[src/verilog/verifier_pkg.sv]
// Functional notes
// (RULE1) width select bit picks 16 or 20-bit word
// (RULE2) length field picks the pseudo-random polynomial
// (RULE3) select field: off, random, clock, custom, timing
// (RULE4) custom word in three bytes, nibble when wide
// (RULE5) deskew done status reads high when aligned
// (RULE6) counter clear acts on rising edge only
// (RULE7) latched per-lane flags, cleared by clear bit
// (RULE8) three-bit selector picks the flag event source
// (RULE9) four per-lane data-path check enable bits
// (RULE10) data-path error source field encodings
// (RULE11) data-path event feeds lane 0 count, flags
// (RULE12) live per-lane flags in bits 3:0
// (RULE13) controls pass while strobe high, held after
// (RULE14) per-lane mismatch detected status bit
// (RULE15) per-lane error count readable, low and high
// (RULE16) reserved bits read zero, writes ignored
// (RULE17) host configures before strobe, clears before test
`default_nettype none
package verifier_pkg;
    // ==========================================================
    // sizes
    localparam int LANES = 4;
    localparam int CNT_W = 12;
    localparam int COUNT_LOW_W = 8;
    localparam int HIST_W = 31;
    localparam int SYNC_W = 31;
    localparam int RUN_W = 4;
    localparam int IDX_W = 5;

    // ==========================================================
    // register offsets
    localparam logic [7:0] ADDR_LOAD = 8'h0E;
    localparam logic [7:0] ADDR_LANE_STAT = 8'h0F;
    localparam logic [7:0] ADDR_MODE = 8'h10;
    localparam logic [7:0] ADDR_CUSTOM_LOW = 8'h11;
    localparam logic [7:0] ADDR_CUSTOM_MID = 8'h12;
    localparam logic [7:0] ADDR_CUSTOM_TOP = 8'h13;
    localparam logic [7:0] ADDR_THRESHOLD = 8'h14;
    localparam logic [7:0] ADDR_CLEAR_SEL = 8'h15;
    localparam logic [7:0] ADDR_DP_CTRL = 8'h16;
    localparam logic [7:0] ADDR_FLAGS = 8'h17;
    localparam logic [7:0] ADDR_COUNT_BASE = 8'h18;

    // ==========================================================
    // field positions
    localparam int WIDTH_SEL_BIT = 7;
    localparam int LEN_LSB = 3;
    localparam int LANE_HI_LSB = 4;
    localparam int DESKEW_BIT = 7;
    localparam int CNT_CLR_BIT = 4;
    localparam int FLAG_CLR_BIT = 3;

    // ==========================================================
    // encodings
    localparam logic [2:0] PAT_OFF = 3'h0;
    localparam logic [2:0] PAT_PRBS = 3'h1;
    localparam logic [2:0] PAT_CLOCK = 3'h2;
    localparam logic [2:0] PAT_CUSTOM = 3'h3;

    localparam logic [2:0] LEN_7 = 3'h0;
    localparam logic [2:0] LEN_11 = 3'h1;
    localparam logic [2:0] LEN_23 = 3'h2;
    localparam logic [2:0] LEN_31 = 3'h3;
    localparam logic [2:0] LEN_15A = 3'h4;
    localparam logic [2:0] LEN_15B = 3'h5;
    localparam logic [2:0] LEN_20A = 3'h6;
    localparam logic [2:0] LEN_20B = 3'h7;

    localparam logic [2:0] DP_DISPARITY = 3'h0;
    localparam logic [2:0] DP_FIFO_ERR = 3'h1;
    localparam logic [2:0] DP_OVERFLOW = 3'h2;
    localparam logic [2:0] DP_UNDERFLOW = 3'h3;
    localparam logic [2:0] DP_DESKEW = 3'h4;

    localparam logic [2:0] TST_BIT_ERROR = 3'h0;
    localparam logic [2:0] TST_SYNC = 3'h1;
    localparam logic [2:0] TST_TRAINING = 3'h2;
    localparam logic [2:0] TST_MISMATCH = 3'h3;
    localparam logic [2:0] TST_SATURATED = 3'h4;

    // polynomial order and second tap per length
    localparam logic [4:0] ORD_7 = 5'h07;
    localparam logic [4:0] TAP_7 = 5'h06;
    localparam logic [4:0] ORD_11 = 5'h0B;
    localparam logic [4:0] TAP_11 = 5'h09;
    localparam logic [4:0] ORD_15 = 5'h0F;
    localparam logic [4:0] TAP_15 = 5'h0E;
    localparam logic [4:0] ORD_20 = 5'h14;
    localparam logic [4:0] TAP_20 = 5'h03;
    localparam logic [4:0] ORD_23 = 5'h17;
    localparam logic [4:0] TAP_23 = 5'h12;
    localparam logic [4:0] ORD_31 = 5'h1F;
    localparam logic [4:0] TAP_31 = 5'h1C;

    localparam logic [IDX_W-1:0] CUSTOM_LAST_16 = 5'h0F;
    localparam logic [IDX_W-1:0] CUSTOM_LAST_20 = 5'h13;

    // ==========================================================
    // carriers
    typedef struct packed {
        logic wr;
        logic rd;
        logic [7:0] addr;
        logic [7:0] wdata;
    } reg_req_type;

    typedef struct packed {
        logic [2:0] pattern_type_sel;
        logic [2:0] prbs_length_sel;
        logic custom_width_sel;
        logic [19:0] custom_word;
        logic [2:0] retain_threshold;
    } lane_cfg_type;

    typedef struct packed {
        logic [3:0] disparity;
        logic [3:0] fifo_err;
        logic [3:0] overflow;
        logic [3:0] underflow;
        logic [3:0] deskew;
    } dp_events_type;
endpackage
`default_nettype wire

[src/verilog/error_counter.sv]
`timescale 1ns/1ps
`default_nettype none
module error_counter #(
    parameter int WIDTH = 12
) (
    input wire logic clk,
    input wire logic rst_b,
    input wire logic clear,
    input wire logic inc,
    output logic [WIDTH-1:0] count,
    output logic saturated
);
    import verifier_pkg::*;

    logic [WIDTH-1:0] count_q;

    // an error in the clearing cycle is kept as the first count
    always_ff @(posedge clk or negedge rst_b)
    begin
        if (!rst_b)
            count_q <= '0;
        else if (clear)
            count_q <= WIDTH'(inc); // RULE6
        else if (inc && !(&count_q))
            count_q <= count_q + 1'b1;
    end

    assign count = count_q;
    assign saturated = &count_q;
endmodule
`default_nettype wire

[src/verilog/lane_checker.sv]
`timescale 1ns/1ps
`default_nettype none
module lane_checker (
    input wire logic clk,
    input wire logic rst_b,
    input wire logic load,
    input wire verifier_pkg::lane_cfg_type cfg_in,
    input wire logic rx_bit,
    output logic bit_error,
    output logic sync_pulse,
    output logic training,
    output logic mismatch
);
    import verifier_pkg::*;

    lane_cfg_type cfg_q;
    logic [HIST_W-1:0] hist_q;
    logic [IDX_W-1:0] idx_q;
    logic [RUN_W-1:0] run_q;
    logic [SYNC_W-1:0] sync_q;
    logic [4:0] order;
    logic [4:0] tap_b;
    logic [31:0] period_m2;
    logic [IDX_W-1:0] idx_last;
    logic compare_on;
    logic expected;
    logic miss;
    logic locked;

    // ==========================================================
    // configuration capture
    always_ff @(posedge clk or negedge rst_b)
    begin
        if (!rst_b)
            cfg_q <= '0;
        else if (load)
            cfg_q <= cfg_in; // RULE13
    end

    // ==========================================================
    // expected bit
    always_comb
    begin
        unique case (cfg_q.prbs_length_sel) // RULE2
            LEN_7:
            begin
                order = ORD_7;
                tap_b = TAP_7;
            end
            LEN_11:
            begin
                order = ORD_11;
                tap_b = TAP_11;
            end
            LEN_23:
            begin
                order = ORD_23;
                tap_b = TAP_23;
            end
            LEN_31:
            begin
                order = ORD_31;
                tap_b = TAP_31;
            end
            LEN_15A, LEN_15B:
            begin
                order = ORD_15;
                tap_b = TAP_15;
            end
            LEN_20A, LEN_20B:
            begin
                order = ORD_20;
                tap_b = TAP_20;
            end
        endcase
    end

    assign idx_last = cfg_q.custom_width_sel ? CUSTOM_LAST_20
                                             : CUSTOM_LAST_16; // RULE1 RULE4
    // off and timing-only codes compare nothing
    assign compare_on = cfg_q.pattern_type_sel inside
                        {PAT_PRBS, PAT_CLOCK, PAT_CUSTOM}; // RULE3

    always_comb
    begin
        unique case (cfg_q.pattern_type_sel) // RULE3
            PAT_PRBS:
                expected = hist_q[order - 5'h01] ^ hist_q[tap_b - 5'h01];
            PAT_CLOCK:
                expected = ~hist_q[0];
            PAT_CUSTOM:
                expected = cfg_q.custom_word[idx_q]; // RULE4
            default:
                expected = 1'b0;
        endcase
    end

    assign miss = compare_on && (rx_bit != expected);
    assign locked = run_q > {1'b0, cfg_q.retain_threshold};
    assign period_m2 = (32'h1 << order) - 32'h2;

    // ==========================================================
    // history, custom index and training run
    always_ff @(posedge clk or negedge rst_b)
    begin
        if (!rst_b)
            hist_q <= '0;
        else
            hist_q <= {hist_q[HIST_W-2:0], rx_bit};
    end

    always_ff @(posedge clk or negedge rst_b)
    begin
        if (!rst_b)
            idx_q <= '0;
        else if (load || (miss && !locked) || idx_q >= idx_last)
            idx_q <= '0;
        else
            idx_q <= idx_q + 1'b1;
    end

    always_ff @(posedge clk or negedge rst_b)
    begin
        if (!rst_b)
            run_q <= '0;
        else if (load || !compare_on || (miss && !locked))
            run_q <= '0;
        else if (!locked)
            run_q <= run_q + 1'b1;
    end

    // ==========================================================
    // sync pulse once per PRBS period of the selected length
    always_ff @(posedge clk or negedge rst_b)
    begin
        if (!rst_b)
            sync_q <= '0;
        else if (load || cfg_q.pattern_type_sel == PAT_OFF)
            sync_q <= '0;
        else if (sync_q >= period_m2[SYNC_W-1:0])
            sync_q <= '0;
        else
            sync_q <= sync_q + 1'b1;
    end

    // ==========================================================
    // lane status
    always_ff @(posedge clk or negedge rst_b)
    begin
        if (!rst_b)
        begin
            bit_error <= 1'b0;
            sync_pulse <= 1'b0;
            training <= 1'b0;
        end
        else
        begin
            bit_error <= miss && locked;
            sync_pulse <= (cfg_q.pattern_type_sel != PAT_OFF)
                          && (sync_q >= period_m2[SYNC_W-1:0]);
            training <= compare_on && !locked;
        end
    end

    always_ff @(posedge clk or negedge rst_b)
    begin
        if (!rst_b)
            mismatch <= 1'b0;
        else if (miss && locked)
            mismatch <= 1'b1; // RULE14
        else if (load)
            mismatch <= 1'b0;
    end
endmodule
`default_nettype wire

[src/verilog/rx_lane_pattern_verifier.sv]
`timescale 1ns/1ps
`default_nettype none
module rx_lane_pattern_verifier (
    input wire logic clk,
    input wire logic rst_b,
    input wire verifier_pkg::reg_req_type reg_req,
    output logic [7:0] reg_rdata,
    input wire logic [3:0] rx_bits,
    input wire verifier_pkg::dp_events_type dp_events,
    input wire logic deskew_complete,
    output logic [3:0] live_test_flag,
    output logic [3:0] latched_test_flag
);
    import verifier_pkg::*;

    // ==========================================================
    // control registers
    logic [3:0] lane_load_strobe_q;
    logic [2:0] pattern_type_sel_q;
    logic [2:0] prbs_length_sel_q;
    logic custom_width_sel_q;
    logic [19:0] custom_word_q;
    logic [2:0] retain_threshold_q;
    logic error_counter_clear_q;
    logic clear_prev_q;
    logic latched_flag_clear_q;
    logic [2:0] test_irq_source_sel_q;
    logic [3:0] datapath_check_enable_q;
    logic [2:0] datapath_error_source_q;
    logic deskew_done_q;
    logic [3:0] live_q;
    logic [3:0] latched_q;
    logic [7:0] rdata_q;
    logic [7:0] rd_mux;
    logic [7:0] wd;
    lane_cfg_type lane_cfg;
    logic counter_clear;

    assign wd = reg_req.wdata;

    always_ff @(posedge clk or negedge rst_b)
    begin
        if (!rst_b)
            lane_load_strobe_q <= 4'h0;
        else if (reg_req.wr && reg_req.addr == ADDR_LOAD)
            lane_load_strobe_q <= wd[3:0];
    end

    always_ff @(posedge clk or negedge rst_b)
    begin
        if (!rst_b)
        begin
            custom_width_sel_q <= 1'b0;
            prbs_length_sel_q <= 3'h0;
            pattern_type_sel_q <= 3'h0;
        end
        else if (reg_req.wr && reg_req.addr == ADDR_MODE)
        begin
            custom_width_sel_q <= wd[WIDTH_SEL_BIT]; // RULE1
            prbs_length_sel_q <= wd[LEN_LSB +: 3]; // RULE2
            pattern_type_sel_q <= wd[2:0]; // RULE3
        end
    end

    always_ff @(posedge clk or negedge rst_b)
    begin
        if (!rst_b)
            custom_word_q <= 20'h00000;
        else if (reg_req.wr && reg_req.addr == ADDR_CUSTOM_LOW)
            custom_word_q[7:0] <= wd; // RULE4
        else if (reg_req.wr && reg_req.addr == ADDR_CUSTOM_MID)
            custom_word_q[15:8] <= wd; // RULE4
        else if (reg_req.wr && reg_req.addr == ADDR_CUSTOM_TOP)
            custom_word_q[19:16] <= wd[3:0]; // RULE4 RULE16
    end

    always_ff @(posedge clk or negedge rst_b)
    begin
        if (!rst_b)
            retain_threshold_q <= 3'h0;
        else if (reg_req.wr && reg_req.addr == ADDR_THRESHOLD)
            retain_threshold_q <= wd[2:0]; // RULE16
    end

    always_ff @(posedge clk or negedge rst_b)
    begin
        if (!rst_b)
        begin
            error_counter_clear_q <= 1'b0;
            test_irq_source_sel_q <= 3'h0;
        end
        else if (reg_req.wr && reg_req.addr == ADDR_CLEAR_SEL)
        begin
            error_counter_clear_q <= wd[CNT_CLR_BIT];
            test_irq_source_sel_q <= wd[2:0]; // RULE8
        end
    end

    // flag clear is a one-cycle self-clearing command
    always_ff @(posedge clk or negedge rst_b)
    begin
        if (!rst_b)
            latched_flag_clear_q <= 1'b0;
        else
            latched_flag_clear_q <= reg_req.wr
                && reg_req.addr == ADDR_CLEAR_SEL
                && wd[FLAG_CLR_BIT]; // RULE7
    end

    always_ff @(posedge clk or negedge rst_b)
    begin
        if (!rst_b)
            clear_prev_q <= 1'b0;
        else
            clear_prev_q <= error_counter_clear_q;
    end

    assign counter_clear = error_counter_clear_q && !clear_prev_q; // RULE6

    always_ff @(posedge clk or negedge rst_b)
    begin
        if (!rst_b)
        begin
            datapath_check_enable_q <= 4'h0;
            datapath_error_source_q <= 3'h0;
        end
        else if (reg_req.wr && reg_req.addr == ADDR_DP_CTRL)
        begin
            datapath_check_enable_q <= wd[LANE_HI_LSB +: 4]; // RULE9
            datapath_error_source_q <= wd[2:0]; // RULE10
        end
    end

    always_ff @(posedge clk or negedge rst_b)
    begin
        if (!rst_b)
            deskew_done_q <= 1'b0;
        else
            deskew_done_q <= deskew_complete; // RULE5
    end

    // ==========================================================
    // lanes
    assign lane_cfg.pattern_type_sel = pattern_type_sel_q;
    assign lane_cfg.prbs_length_sel = prbs_length_sel_q;
    assign lane_cfg.custom_width_sel = custom_width_sel_q;
    assign lane_cfg.custom_word = custom_word_q;
    assign lane_cfg.retain_threshold = retain_threshold_q;

    logic [3:0] bit_error;
    logic [3:0] sync_pulse;
    logic [3:0] training;
    logic [3:0] mismatch;
    logic [3:0] saturated;
    logic [3:0] count_inc;
    logic [3:0] test_event;
    logic [3:0] dp_selected;
    logic dp_active;
    logic dp_event;
    logic [CNT_W-1:0] count [LANES];

    always_comb
    begin
        unique case (datapath_error_source_q) // RULE10
            DP_DISPARITY:
                dp_selected = dp_events.disparity;
            DP_FIFO_ERR:
                dp_selected = dp_events.fifo_err;
            DP_OVERFLOW:
                dp_selected = dp_events.overflow;
            DP_UNDERFLOW:
                dp_selected = dp_events.underflow;
            DP_DESKEW:
                dp_selected = dp_events.deskew;
            default:
                dp_selected = 4'h0;
        endcase
    end

    assign dp_active = |datapath_check_enable_q; // RULE11
    assign dp_event = |(dp_selected & datapath_check_enable_q); // RULE9

    genvar n;
    generate
        for (n = 0; n < LANES; n++)
        begin : g_lane
            logic own_event;

            lane_checker lane (
                .clk(clk),
                .rst_b(rst_b),
                .load(lane_load_strobe_q[n]),
                .cfg_in(lane_cfg),
                .rx_bit(rx_bits[n]),
                .bit_error(bit_error[n]),
                .sync_pulse(sync_pulse[n]),
                .training(training[n]),
                .mismatch(mismatch[n])
            );

            if (n == 0)
            begin : g_dp
                assign count_inc[n] = dp_active ? dp_event
                                                : bit_error[n]; // RULE11
            end
            else
            begin : g_plain
                assign count_inc[n] = bit_error[n];
            end

            error_counter #(
                .WIDTH(CNT_W)
            ) counter (
                .clk(clk),
                .rst_b(rst_b),
                .clear(counter_clear),
                .inc(count_inc[n]),
                .count(count[n]),
                .saturated(saturated[n])
            ); // RULE15

            always_comb
            begin
                unique case (test_irq_source_sel_q) // RULE8
                    TST_BIT_ERROR:
                        own_event = bit_error[n];
                    TST_SYNC:
                        own_event = sync_pulse[n];
                    TST_TRAINING:
                        own_event = training[n];
                    TST_MISMATCH:
                        own_event = mismatch[n];
                    TST_SATURATED:
                        own_event = saturated[n];
                    default:
                        own_event = 1'b0;
                endcase
            end

            if (n == 0)
            begin : g_dp_evt
                assign test_event[n] = dp_active ? dp_event
                                                 : own_event; // RULE11
            end
            else
            begin : g_own_evt
                assign test_event[n] = own_event;
            end
        end
    endgenerate

    // ==========================================================
    // test flags
    always_ff @(posedge clk or negedge rst_b)
    begin
        if (!rst_b)
            live_q <= 4'h0;
        else
            live_q <= test_event; // RULE12
    end

    // a new event wins over a clear in the same cycle
    always_ff @(posedge clk or negedge rst_b)
    begin
        if (!rst_b)
            latched_q <= 4'h0;
        else
            latched_q <= (latched_q & ~{4{latched_flag_clear_q}})
                         | test_event; // RULE7
    end

    assign live_test_flag = live_q;
    assign latched_test_flag = latched_q;

    // ==========================================================
    // read back
    always_comb
    begin
        rd_mux = 8'h00;
        unique case (reg_req.addr) // RULE16
            ADDR_LOAD:
                rd_mux = {sync_pulse, lane_load_strobe_q};
            ADDR_LANE_STAT:
                rd_mux = {mismatch, training}; // RULE14
            ADDR_MODE:
                rd_mux = {custom_width_sel_q, 1'b0, prbs_length_sel_q,
                          pattern_type_sel_q};
            ADDR_CUSTOM_LOW:
                rd_mux = custom_word_q[7:0];
            ADDR_CUSTOM_MID:
                rd_mux = custom_word_q[15:8];
            ADDR_CUSTOM_TOP:
                rd_mux = {4'h0, custom_word_q[19:16]};
            ADDR_THRESHOLD:
                rd_mux = {5'h00, retain_threshold_q};
            ADDR_CLEAR_SEL:
                rd_mux = {deskew_done_q, 2'h0, error_counter_clear_q,
                          latched_flag_clear_q, test_irq_source_sel_q}; // RULE5
            ADDR_DP_CTRL:
                rd_mux = {datapath_check_enable_q, 1'b0,
                          datapath_error_source_q};
            ADDR_FLAGS:
                rd_mux = {latched_q, live_q}; // RULE7 RULE12
            default:
                rd_mux = 8'h00;
        endcase
        for (int i = 0; i < LANES; i++)
        begin
            if (reg_req.addr == ADDR_COUNT_BASE + 8'(2 * i))
                rd_mux = count[i][COUNT_LOW_W-1:0]; // RULE15
            if (reg_req.addr == ADDR_COUNT_BASE + 8'(2 * i + 1))
                rd_mux = 8'(count[i] >> COUNT_LOW_W); // RULE15
        end
    end

    always_ff @(posedge clk or negedge rst_b)
    begin
        if (!rst_b)
            rdata_q <= 8'h00;
        else if (reg_req.rd)
            rdata_q <= rd_mux;
    end

    assign reg_rdata = rdata_q;
endmodule
`default_nettype wire

[config.mk]
export PLATFORM = sky130hd
export DESIGN_NAME = rx_lane_pattern_verifier
export DESIGN_NICKNAME = d
export VERILOG_FILES = /design/src/verilog/verifier_pkg.sv /design/src/verilog/error_counter.sv /design/src/verilog/lane_checker.sv /design/src/verilog/rx_lane_pattern_verifier.sv
export SDC_FILE = /design/constraint.sdc
export NUM_CORES = 1
export LEC_CHECK = 0
export BUFFER_PORTS_ARGS = -buffer_cell sky130_fd_sc_hd__buf_4
export CAP_MARGIN = 15
export CELL_PAD_IN_SITES_DETAIL_PLACEMENT = 1
export CELL_PAD_IN_SITES_GLOBAL_PLACEMENT = 1
export CORE_MARGIN = 10
export CORE_UTILIZATION = 49
export CTS_CLUSTER_DIAMETER = 60
export DETAILED_ROUTE_END_ITERATION = 10
export MAX_ROUTING_LAYER = met4
export PLACE_DENSITY = 0.75
export SLEW_MARGIN = 15
export SYNTH_ARGS = -nofsm -noshare
export SYNTH_HDL_FRONTEND = slang
export SYNTH_SLANG_ARGS = --single-unit
export TNS_END_PERCENT = 100
[constraint.sdc]
create_clock -name clk -period 6.7 [get_ports clk]
set_input_delay 0.335 -clock clk [delete_from_list [all_inputs] [get_ports clk]]
set_output_delay 0.335 -clock clk [all_outputs]
set_load 0.02 [all_outputs]
==> run metrics, run 1 <==
sequential share of the synthesized area a little under half; Combinational Power Share between 10% and 20%; All-Layer GR Usage a little under a quarter; Finish-stage setup viols 0; min-delay src reg_req[16]; sw power approximately 2.2 mW; die area roughly 68000 um^2; reg2reg path depth 13; Yosys reg bits around 530; post_cts resized 0; Slew @ Worst Pin ~1100 ps; root buffer cell clkbuf_16; Placer Congestion ~0.9; VDD IR max about 0.20 mV; register area ~13000 um^2; CTS Buf Count 59; hold buffer count at cts 12; arrival time at the worst endpoint around 5800 ps; TritonCTS clock tree built; top post-synthesis cells by area dfrtp_1 47%, ha_1 7.4%, mux2_2 6.0%; final WL around 78000 um; Fin Clk Skew ~27 ps; hold_ws approximately 39 ps; Filler cells 6171; # clock sinks 532; Die H roughly 260 um; antenna-violating nets left 0; RR Endpoint g_lane[0].lane.idx_q[4]; gate count after technology mapping 2699; DR iter-0 viols between 1000 and 1500; Hold Path End reg_rdata[0]; crit path from g_lane[0].lane.cfg_q[25]; Via-to-Cell Ratio 5.98; Synth top cells by count 532 x dfrtp_1, 313 x nor2_1, 211 x nand2_1, 169 x ha_1, 151 x mux2_2; worst relative slew slack 23.6%; clk buf depth 3; die width roughly 260 um; Syn Std Cell Area around 28000 um^2; clock latency on the worst-skew pair around 630 ps; Final min period about 5300 ps; Max Freq 0.189 GHz; top-area cell type share of the netlist area a little under half; EDFF count, synth 0; largest net degree at the start of global routing 180; status complete, no violations; TritonRoute pass-1 iters 5; Core Region 57600 um^2; fraction of layout cells with a size suffix above 1 about 14%; first-pass GRT wire length 126000 um; CP Launch Type register; Post-CTS Setup Repair Bufs 0; # DRC 0; Wirelength per Cell about 22 um; Clk pwr share a little over two fifths; Critical Path RT about 7200 ps; asr flop ratio synth 100%; Final Hold Fails 0; Max-cap violations 0; # IOs 61; HP Class input port to register; Ys Warns 0; Net Sw Frac roughly 27%; pwr dens between 200 and 300 nW/um^2; DPL Wire Length 53100 um; Via Count 21200; final setup TNS 0 ps; Critical R2R Launch g_lane[0].lane.cfg_q[25]; Post-synth top flop dfrtp_1; area grow syn2layout 11.6%; unrepaired setup endpoints after global routing false; Leakage Power 14.3 nW; syn nets approximately 3000; initial core utilization between 40% and 50%; number of I/O port buffers 60; CP endpoint kind register; CP Class register to register; largest area contributor in the netlist dfrtp_1; ant diodes 0; syn avg cell area about 11 um^2; Final period util around four fifths; Slew Limit Fails 0; hold path cells 2; H-tree levels 2; Worst-path clk slew roughly 60 ps; internal reg-to-reg setup slack roughly 1400 ps; Row Count between 80 and 90; most frequent cell after synthesis dfrtp_1; Cell Int Power 5.87 mW; antenna violations before repair 0; area occupied by multi-input gates approximately 14000 um^2; Synth cell types 91; Seq pwr share between 40% and 50%; total gr overflow 0; vias in the first global route between 20000 and 25000; # nets final 2949; maximum fanout along the worst path 23
per-stage QoR:
| stage | cells | worst slack (ps) | util (%) | power [mW] | cell area (um^2) |
|---|---|---|---|---|---|
| 2_1_floorplan | 2699 | 2740 | - | 4.26 | 28500 |
| 3_3_place_gp | 3426 | 1630 | 51.3 | 4.57 | 29600 |
| 3_5_place_dp | 3426 | 1300 | 51.3 | 4.64 | 29600 |
| 4_1_cts | 3547 | 1220 | 55.1 | 8.14 | 31700 |
| 5_1_grt | 3548 | 1010 | 55.1 | 8.41 | 31800 |
| 6_report | 3548 | 1410 | 55.1 | 8.07 | 31800 |
logic make-up after synthesis:
logic type / synth area share (%)
buf+inv: 2.53
simple gates: 15.9
other cells: 0.0132
compound gates: 9.72
fa+ha+maj: 7.43
flops: 46.8
mux: 12.0
xor+xnor: 5.63
registers in the layout, summed over array words and instances (netlist names), 8 cells and up:
| register | flops |
|---|---|
| g_lane.lane.run_q | 16 |
| g_lane.lane.sync_q | 124 |
| g_lane.lane.cfg_q | 120 |
| g_lane.lane.idx_q | 20 |
| reg_rdata | 8 |
| g_lane.counter.count | 48 |
| custom_word_q | 20 |
| g_lane.lane.hist_q | 124 |
layout make-up:
class                      instances  area share (%)
multi-input combinational       1984            45.5
tap                              765            3.01
clock inverter                    33            1.45
sequential                       532            41.9
timing repair buffer              84            2.21
inverter                          74           0.875
clock buffer                      76            5.04
cells in the final DEF (no fill, tap or decap), drive strengths merged, types with 71 or more instances in the layout:
cell,count
dfrtp,532
nor2,313
nand2,212
ha,169
mux2,152
xor2,122
nand3,106
o21ai,100
a21oi,93
clkbuf,76
inv,75
buf,72
mux2i,71
power by group through the flow:
stage / sequential, mW / clock (mW) / combinational, mW
floorplan: 3.52 / 0 / 0.743
global placement: 3.65 / 0 / 0.916
detailed placement: 3.66 / 0 / 0.973
CTS: 3.61 / 3.54 / 0.992
global route: 3.63 / 3.68 / 1.10
finish: 3.61 / 3.48 / 0.983
metal layers:
| metal | vias to the layer above | share of wire, % | global-route usage [%] |
|---|---|---|---|
| li1 | 9715 | - | - |
| met1 | 11000 | 45 | 30.2 |
| met2 | 366 | 49 | 39.0 |
| met3 | 135 | 3.6 | 2.71 |
| met4 | 0 | 2.4 | 6.53 |
| met5 | - | 0 | - |
worst max-delay path, stage by stage (launching register included):
cell and delay (ps):
dfrtp_1 820, inv_1 330, ha_1 500, mux2i_2 680, ha_1 520, inv_1 160, nand3_1 120, a21oi_1 70
o22a_1 210, or4_1 540, and3_1 200, or2_2 310, nor3_1 550, nor4_1 140
worst max-delay path by stage:
stage	slack [ps]	depth (start not counted)	to
final	1410	13	g_lane[0].lane.idx_q[4]
after CTS	1220	13	g_lane[0].lane.idx_q[2]
after detailed placement	1300	13	g_lane[0].lane.idx_q[4]
after floorplan	2740	22	g_lane[3].lane.sync_q[10]
after global placement	1630	13	g_lane[0].lane.idx_q[4]
after global routing	1010	21	g_lane[3].lane.sync_q[7]
Power figures use the tool's default switching activity.
==> run 2, diff against run 1 <==
- ABC_AREA: unset -> 1
- CORE_UTILIZATION: 49 -> 43
- PLACE_DENSITY: 0.75 -> 0.73
- clock period: 6.7 -> 4.3 ns (I/O delays scaled with it)
==> run metrics, run 2 <==
status complete, no violations (unchanged); # DRC 0 (unchanged); Via Count 25100 (was 21200); Filler cells 8255 (was 6171); Core Region 67500 um^2 (was 57600 um^2); Leakage Power 15.6 nW (was 14.3 nW); largest area contributor in the netlist dfrtp_1 (unchanged); first-pass GRT wire length 139000 um (was 126000 um); Setup WS pre-CTS 40.8 ps (was 1300 ps); top-area cell type share of the netlist area 45.3% (was 46.8%); Final min period 4040 ps (was 5290 ps); gate count after technology mapping 3683 (was 2699); Synth top cells by count 835 x nand2_1, 532 x dfrtp_1, 483 x inv_1, 324 x nand3_1, 321 x nor2_1 (was 532 x dfrtp_1, 313 x nor2_1, 211 x nand2_1, 169 x ha_1, 151 x mux2_2); All-Layer GR Usage 22.1% (was 23.5%); Die H 282 um (was 261 um); PnR Total Power 12.5 mW (was 8.07 mW); Fin Clk Skew 23.4 ps (was 26.5 ps); Row Count 95 (was 88); register area 13300 um^2 (about the same); # clock sinks 532 (unchanged); fraction of layout cells with a size suffix above 1 7.13% (was 14.2%); EDFF count, synth 0 (unchanged); H-tree levels 3 (was 2); VDD IR max 0.324 mV (was 0.203 mV); total gr overflow 0 (unchanged); final WL 84600 um (was 77700 um); Synth cell types 57 (was 91); Wirelength per Cell 18.0 um (was 21.9 um); Final period util 93.9% (was 79.0%); clock latency on the worst-skew pair 620 ps (was 630 ps); TritonRoute pass-1 iters 5 (unchanged); syn avg cell area 7.99 um^2 (was 10.5 um^2); sw power 3.49 mW (was 2.20 mW); DR WL met3 3180 um (was 2810 um); worst relative slew slack 46.0% (was 23.6%); Worst-path clk slew 60 ps (about the same); Combinational Power Share 11.6% (was 12.2%); arrival time at the worst endpoint 4530 ps (was 5770 ps); die area 79300 um^2 (was 68100 um^2); Via-to-Cell Ratio 5.36 (was 5.98); area grow syn2layout 13.0% (was 11.6%); DR top layer met4 (unchanged); Post-synth top flop dfrtp_1 (unchanged); DR iter-0 viols 1278 (was 1375); sequential share of the synthesized area 45.3% (was 46.8%); # nets final 3980 (was 2949); Net Sw Frac 27.8% (was 27.3%); Area after DPL 30700 um^2 (was 29600 um^2); Slew @ Worst Pin 811 ps (was 1140 ps); non-filler cells, final 4689 (was 3548); Syn Std Cell Area 29400 um^2 (was 28500 um^2); Yosys reg bits 532 (unchanged); Slew Limit Fails 0 (unchanged); DRT met1 WL 40000 um (was 34600 um); number of I/O port buffers 60 (unchanged); HP Class input port to register (unchanged); Cell Int Power 9.05 mW (was 5.87 mW); die width 282 um (was 261 um); top flop regs g_lane.lane.hist_q x124, g_lane.lane.sync_q x124, g_lane.lane.cfg_q x120 (unchanged); ant diodes 0 (unchanged); delay-heaviest family, CP simple AND/OR/NAND/NOR gates (unchanged); Placer Congestion 0.893 (was 0.885); largest net degree at the start of global routing 95 (was 180); Max Freq 0.248 GHz (was 0.189 GHz); area occupied by multi-input gates 13800 um^2 (was 14400 um^2); CP Cell Sequence clkinv_1 -> ha_1 -> nand2_1 -> inv_1 -> ha_1 -> nand3_1 -> ha_1 -> nand3_1 -> nor2_1 -> inv_1 -> nor2_2 -> nand2_1 -> xor2_1 -> inv_1 -> ha_1 -> nand2_1 -> nor3_4 -> and3_1 -> nand2_2 -> nand4_4 -> buf_12 -> nor2_1 (was inv_1 -> ha_1 -> mux2i_2 -> ha_1 -> inv_1 -> nand3_1 -> a21oi_1 -> o22a_1 -> or4_1 -> and3_1 -> or2_2 -> nor3_1 -> nor4_1); CP dominant cell by count ha_1; vias in the first global route 26400 (was 22900); asr flop ratio synth 100% (unchanged); Final Hold Fails 0 (unchanged); post-layout util 49.2% (was 55.1%); CP endpoint kind register (unchanged); most frequent cell after synthesis nand2_1 (was dfrtp_1); top post-synthesis cells by area dfrtp_1 45%, nand2_1 11%, ha_1 7.2% (was dfrtp_1 47%, ha_1 7.4%, mux2_2 6.0%); CP max stage cell dfrtp_2 (was dfrtp_1); clk buf depth 3 (unchanged); Finish-stage setup viols 0 (unchanged); Worst Path Buf+Inv 5 (was 2); most frequent cells in the layout 835 x nand2_1, 531 x dfrtp_1, 483 x inv_1, 323 x nand3_1, 320 x nor2_1 (was 532 x dfrtp_1, 313 x nor2_1, 211 x nand2_1, 169 x ha_1, 151 x mux2_2); initial core utilization 43.6% (was 49.4%); commonest non-fill, non-tap cell in the layout nand2_1 (was dfrtp_1); DPL Wire Length 60000 um (was 53100 um); Seq pwr share 42.9% (was 44.7%); # IOs 61 (unchanged); Ys Warns 0 (unchanged); antenna violations before repair 0 (unchanged); hold_ws 47.1 ps (was 38.6 ps); Met2 Wirelength 39400 um (was 38400 um); TritonCTS clock tree built (unchanged); final setup margin 263 ps (was 1410 ps); Critical Path RT 4790 ps (was 7170 ps); DP Cell Count 4550 (was 3426); syn nets 3897 (was 2913); maximum fanout along the worst path 13 (was 23); Max-cap violations 0 (unchanged); CP Class register to register (unchanged); design area 33200 um^2 (was 31800 um^2); CTS Buf Count 68 (was 59); CP max stage delay 470 ps (was 820 ps); final setup TNS 0 ps (unchanged); Clk pwr share 45.5% (was 43.1%); antenna-violating nets left 0 (unchanged); root buffer cell clkbuf_16 (unchanged); pwr dens 378 nW/um^2 (was 254 nW/um^2); CP Launch Type register (unchanged)
[run 2: changes by cell type after synthesis, moves of 72 or more]
cell and delta:
nor3_1 +72, mux2_2 -151, nand2_1 +624, nand3_1 +218
inv_1 +411, o21ai_0 +163
[run 2: path summary, 6_finish.rpt]
| check | slack [ps] | endpoint | cells past startpoint | startpoint |
|---|---|---|---|---|
| min in group asynchronous | 270 | g_lane[0].lane.hist_q[25] | 2 | rst_b |
| max in group asynchronous | 2940 | g_lane[1].lane.sync_q[12] | 3 | rst_b |
| max reg2reg | 260 | g_lane[3].lane.sync_q[6] | 22 | g_lane[3].lane.cfg_q[25] |
| max | 260 | g_lane[3].lane.sync_q[6] | 22 | g_lane[3].lane.cfg_q[25] |
| min | 50 | live_test_flag[0] | 5 | dp_events[18] |
| min reg2reg | 370 | g_lane[3].lane.hist_q[6] | 0 | g_lane[3].lane.hist_q[5] |
[run 2: cells by family (layout without fill, tap and decap cells)]
| logic type | Yosys count | count (layout) | share of synthesized area (%) |
|---|---|---|---|
| adders and majority gates | 169 | 169 | 7.19 |
| DFF | 532 | 532 | 45.3 |
| xor gates and xnor gates | 100 | 100 | 3.00 |
| and+or+nand+nor | 1789 | 1790 | 27.1 |
| AOI/OAI and AO/OA | 511 | 511 | 9.53 |
| other | 1 | 1 | 0.0128 |
| buffers and inverters | 581 | 713 | 7.86 |
[run 2: worst reg2reg max path: stages, from the launching register on]
cell and delay (ps):
dfrtp_2 470, clkinv_1 130, ha_1 190, nand2_1 90
inv_1 70, ha_1 210, nand3_1 140, ha_1 220
nand3_1 180, nor2_1 180, inv_1 120, nor2_2 190
nand2_1 140, xor2_1 180, inv_1 70, ha_1 290
nand2_1 130, nor3_4 240, and3_1 220, nand2_2 130
nand4_4 150, buf_12 150, nor2_1 60
[run 2: power groups by stage]
stage | logic (mW) | registers [mW] | clock network (mW)
final | 1.45 | 5.38 | 5.71
after global routing | 1.66 | 5.40 | 6.05
after CTS | 1.45 | 5.38 | 5.85
after detailed placement | 1.43 | 5.47 | 0
after global placement | 1.39 | 5.46 | 0
after floorplan | 0.958 | 5.38 | 0
[run 2: final cells by class]
| cell class | count | share of cell area [%] |
|---|---|---|
| multi-input combinational | 2571 | 41.6 |
| clock inverter | 23 | 0.840 |
| sequential | 532 | 40.1 |
| tap | 873 | 3.29 |
| clock buffer | 97 | 5.90 |
| inverter | 490 | 5.54 |
| timing repair buffer | 103 | 2.73 |
[run 2: metal layers]
| metal | GRT usage, % | vias to the layer above |
|---|---|---|
| met5 | - | - |
| met4 | 5.53 | 0 |
| met3 | 3.32 | 124 |
| met2 | 35.5 | 350 |
| met1 | 29.1 | 12400 |
| li1 | - | 12300 |
[run 2: what timing repair did]
action | 4_1_cts | 5_1_grt
endpoints found under the hold margin | 116 | 0
buffers inserted | 0 | 3
gates resized for setup | 0 | 8
setup endpoints to repair | 0 | 32
hold buffers | 15 | 0
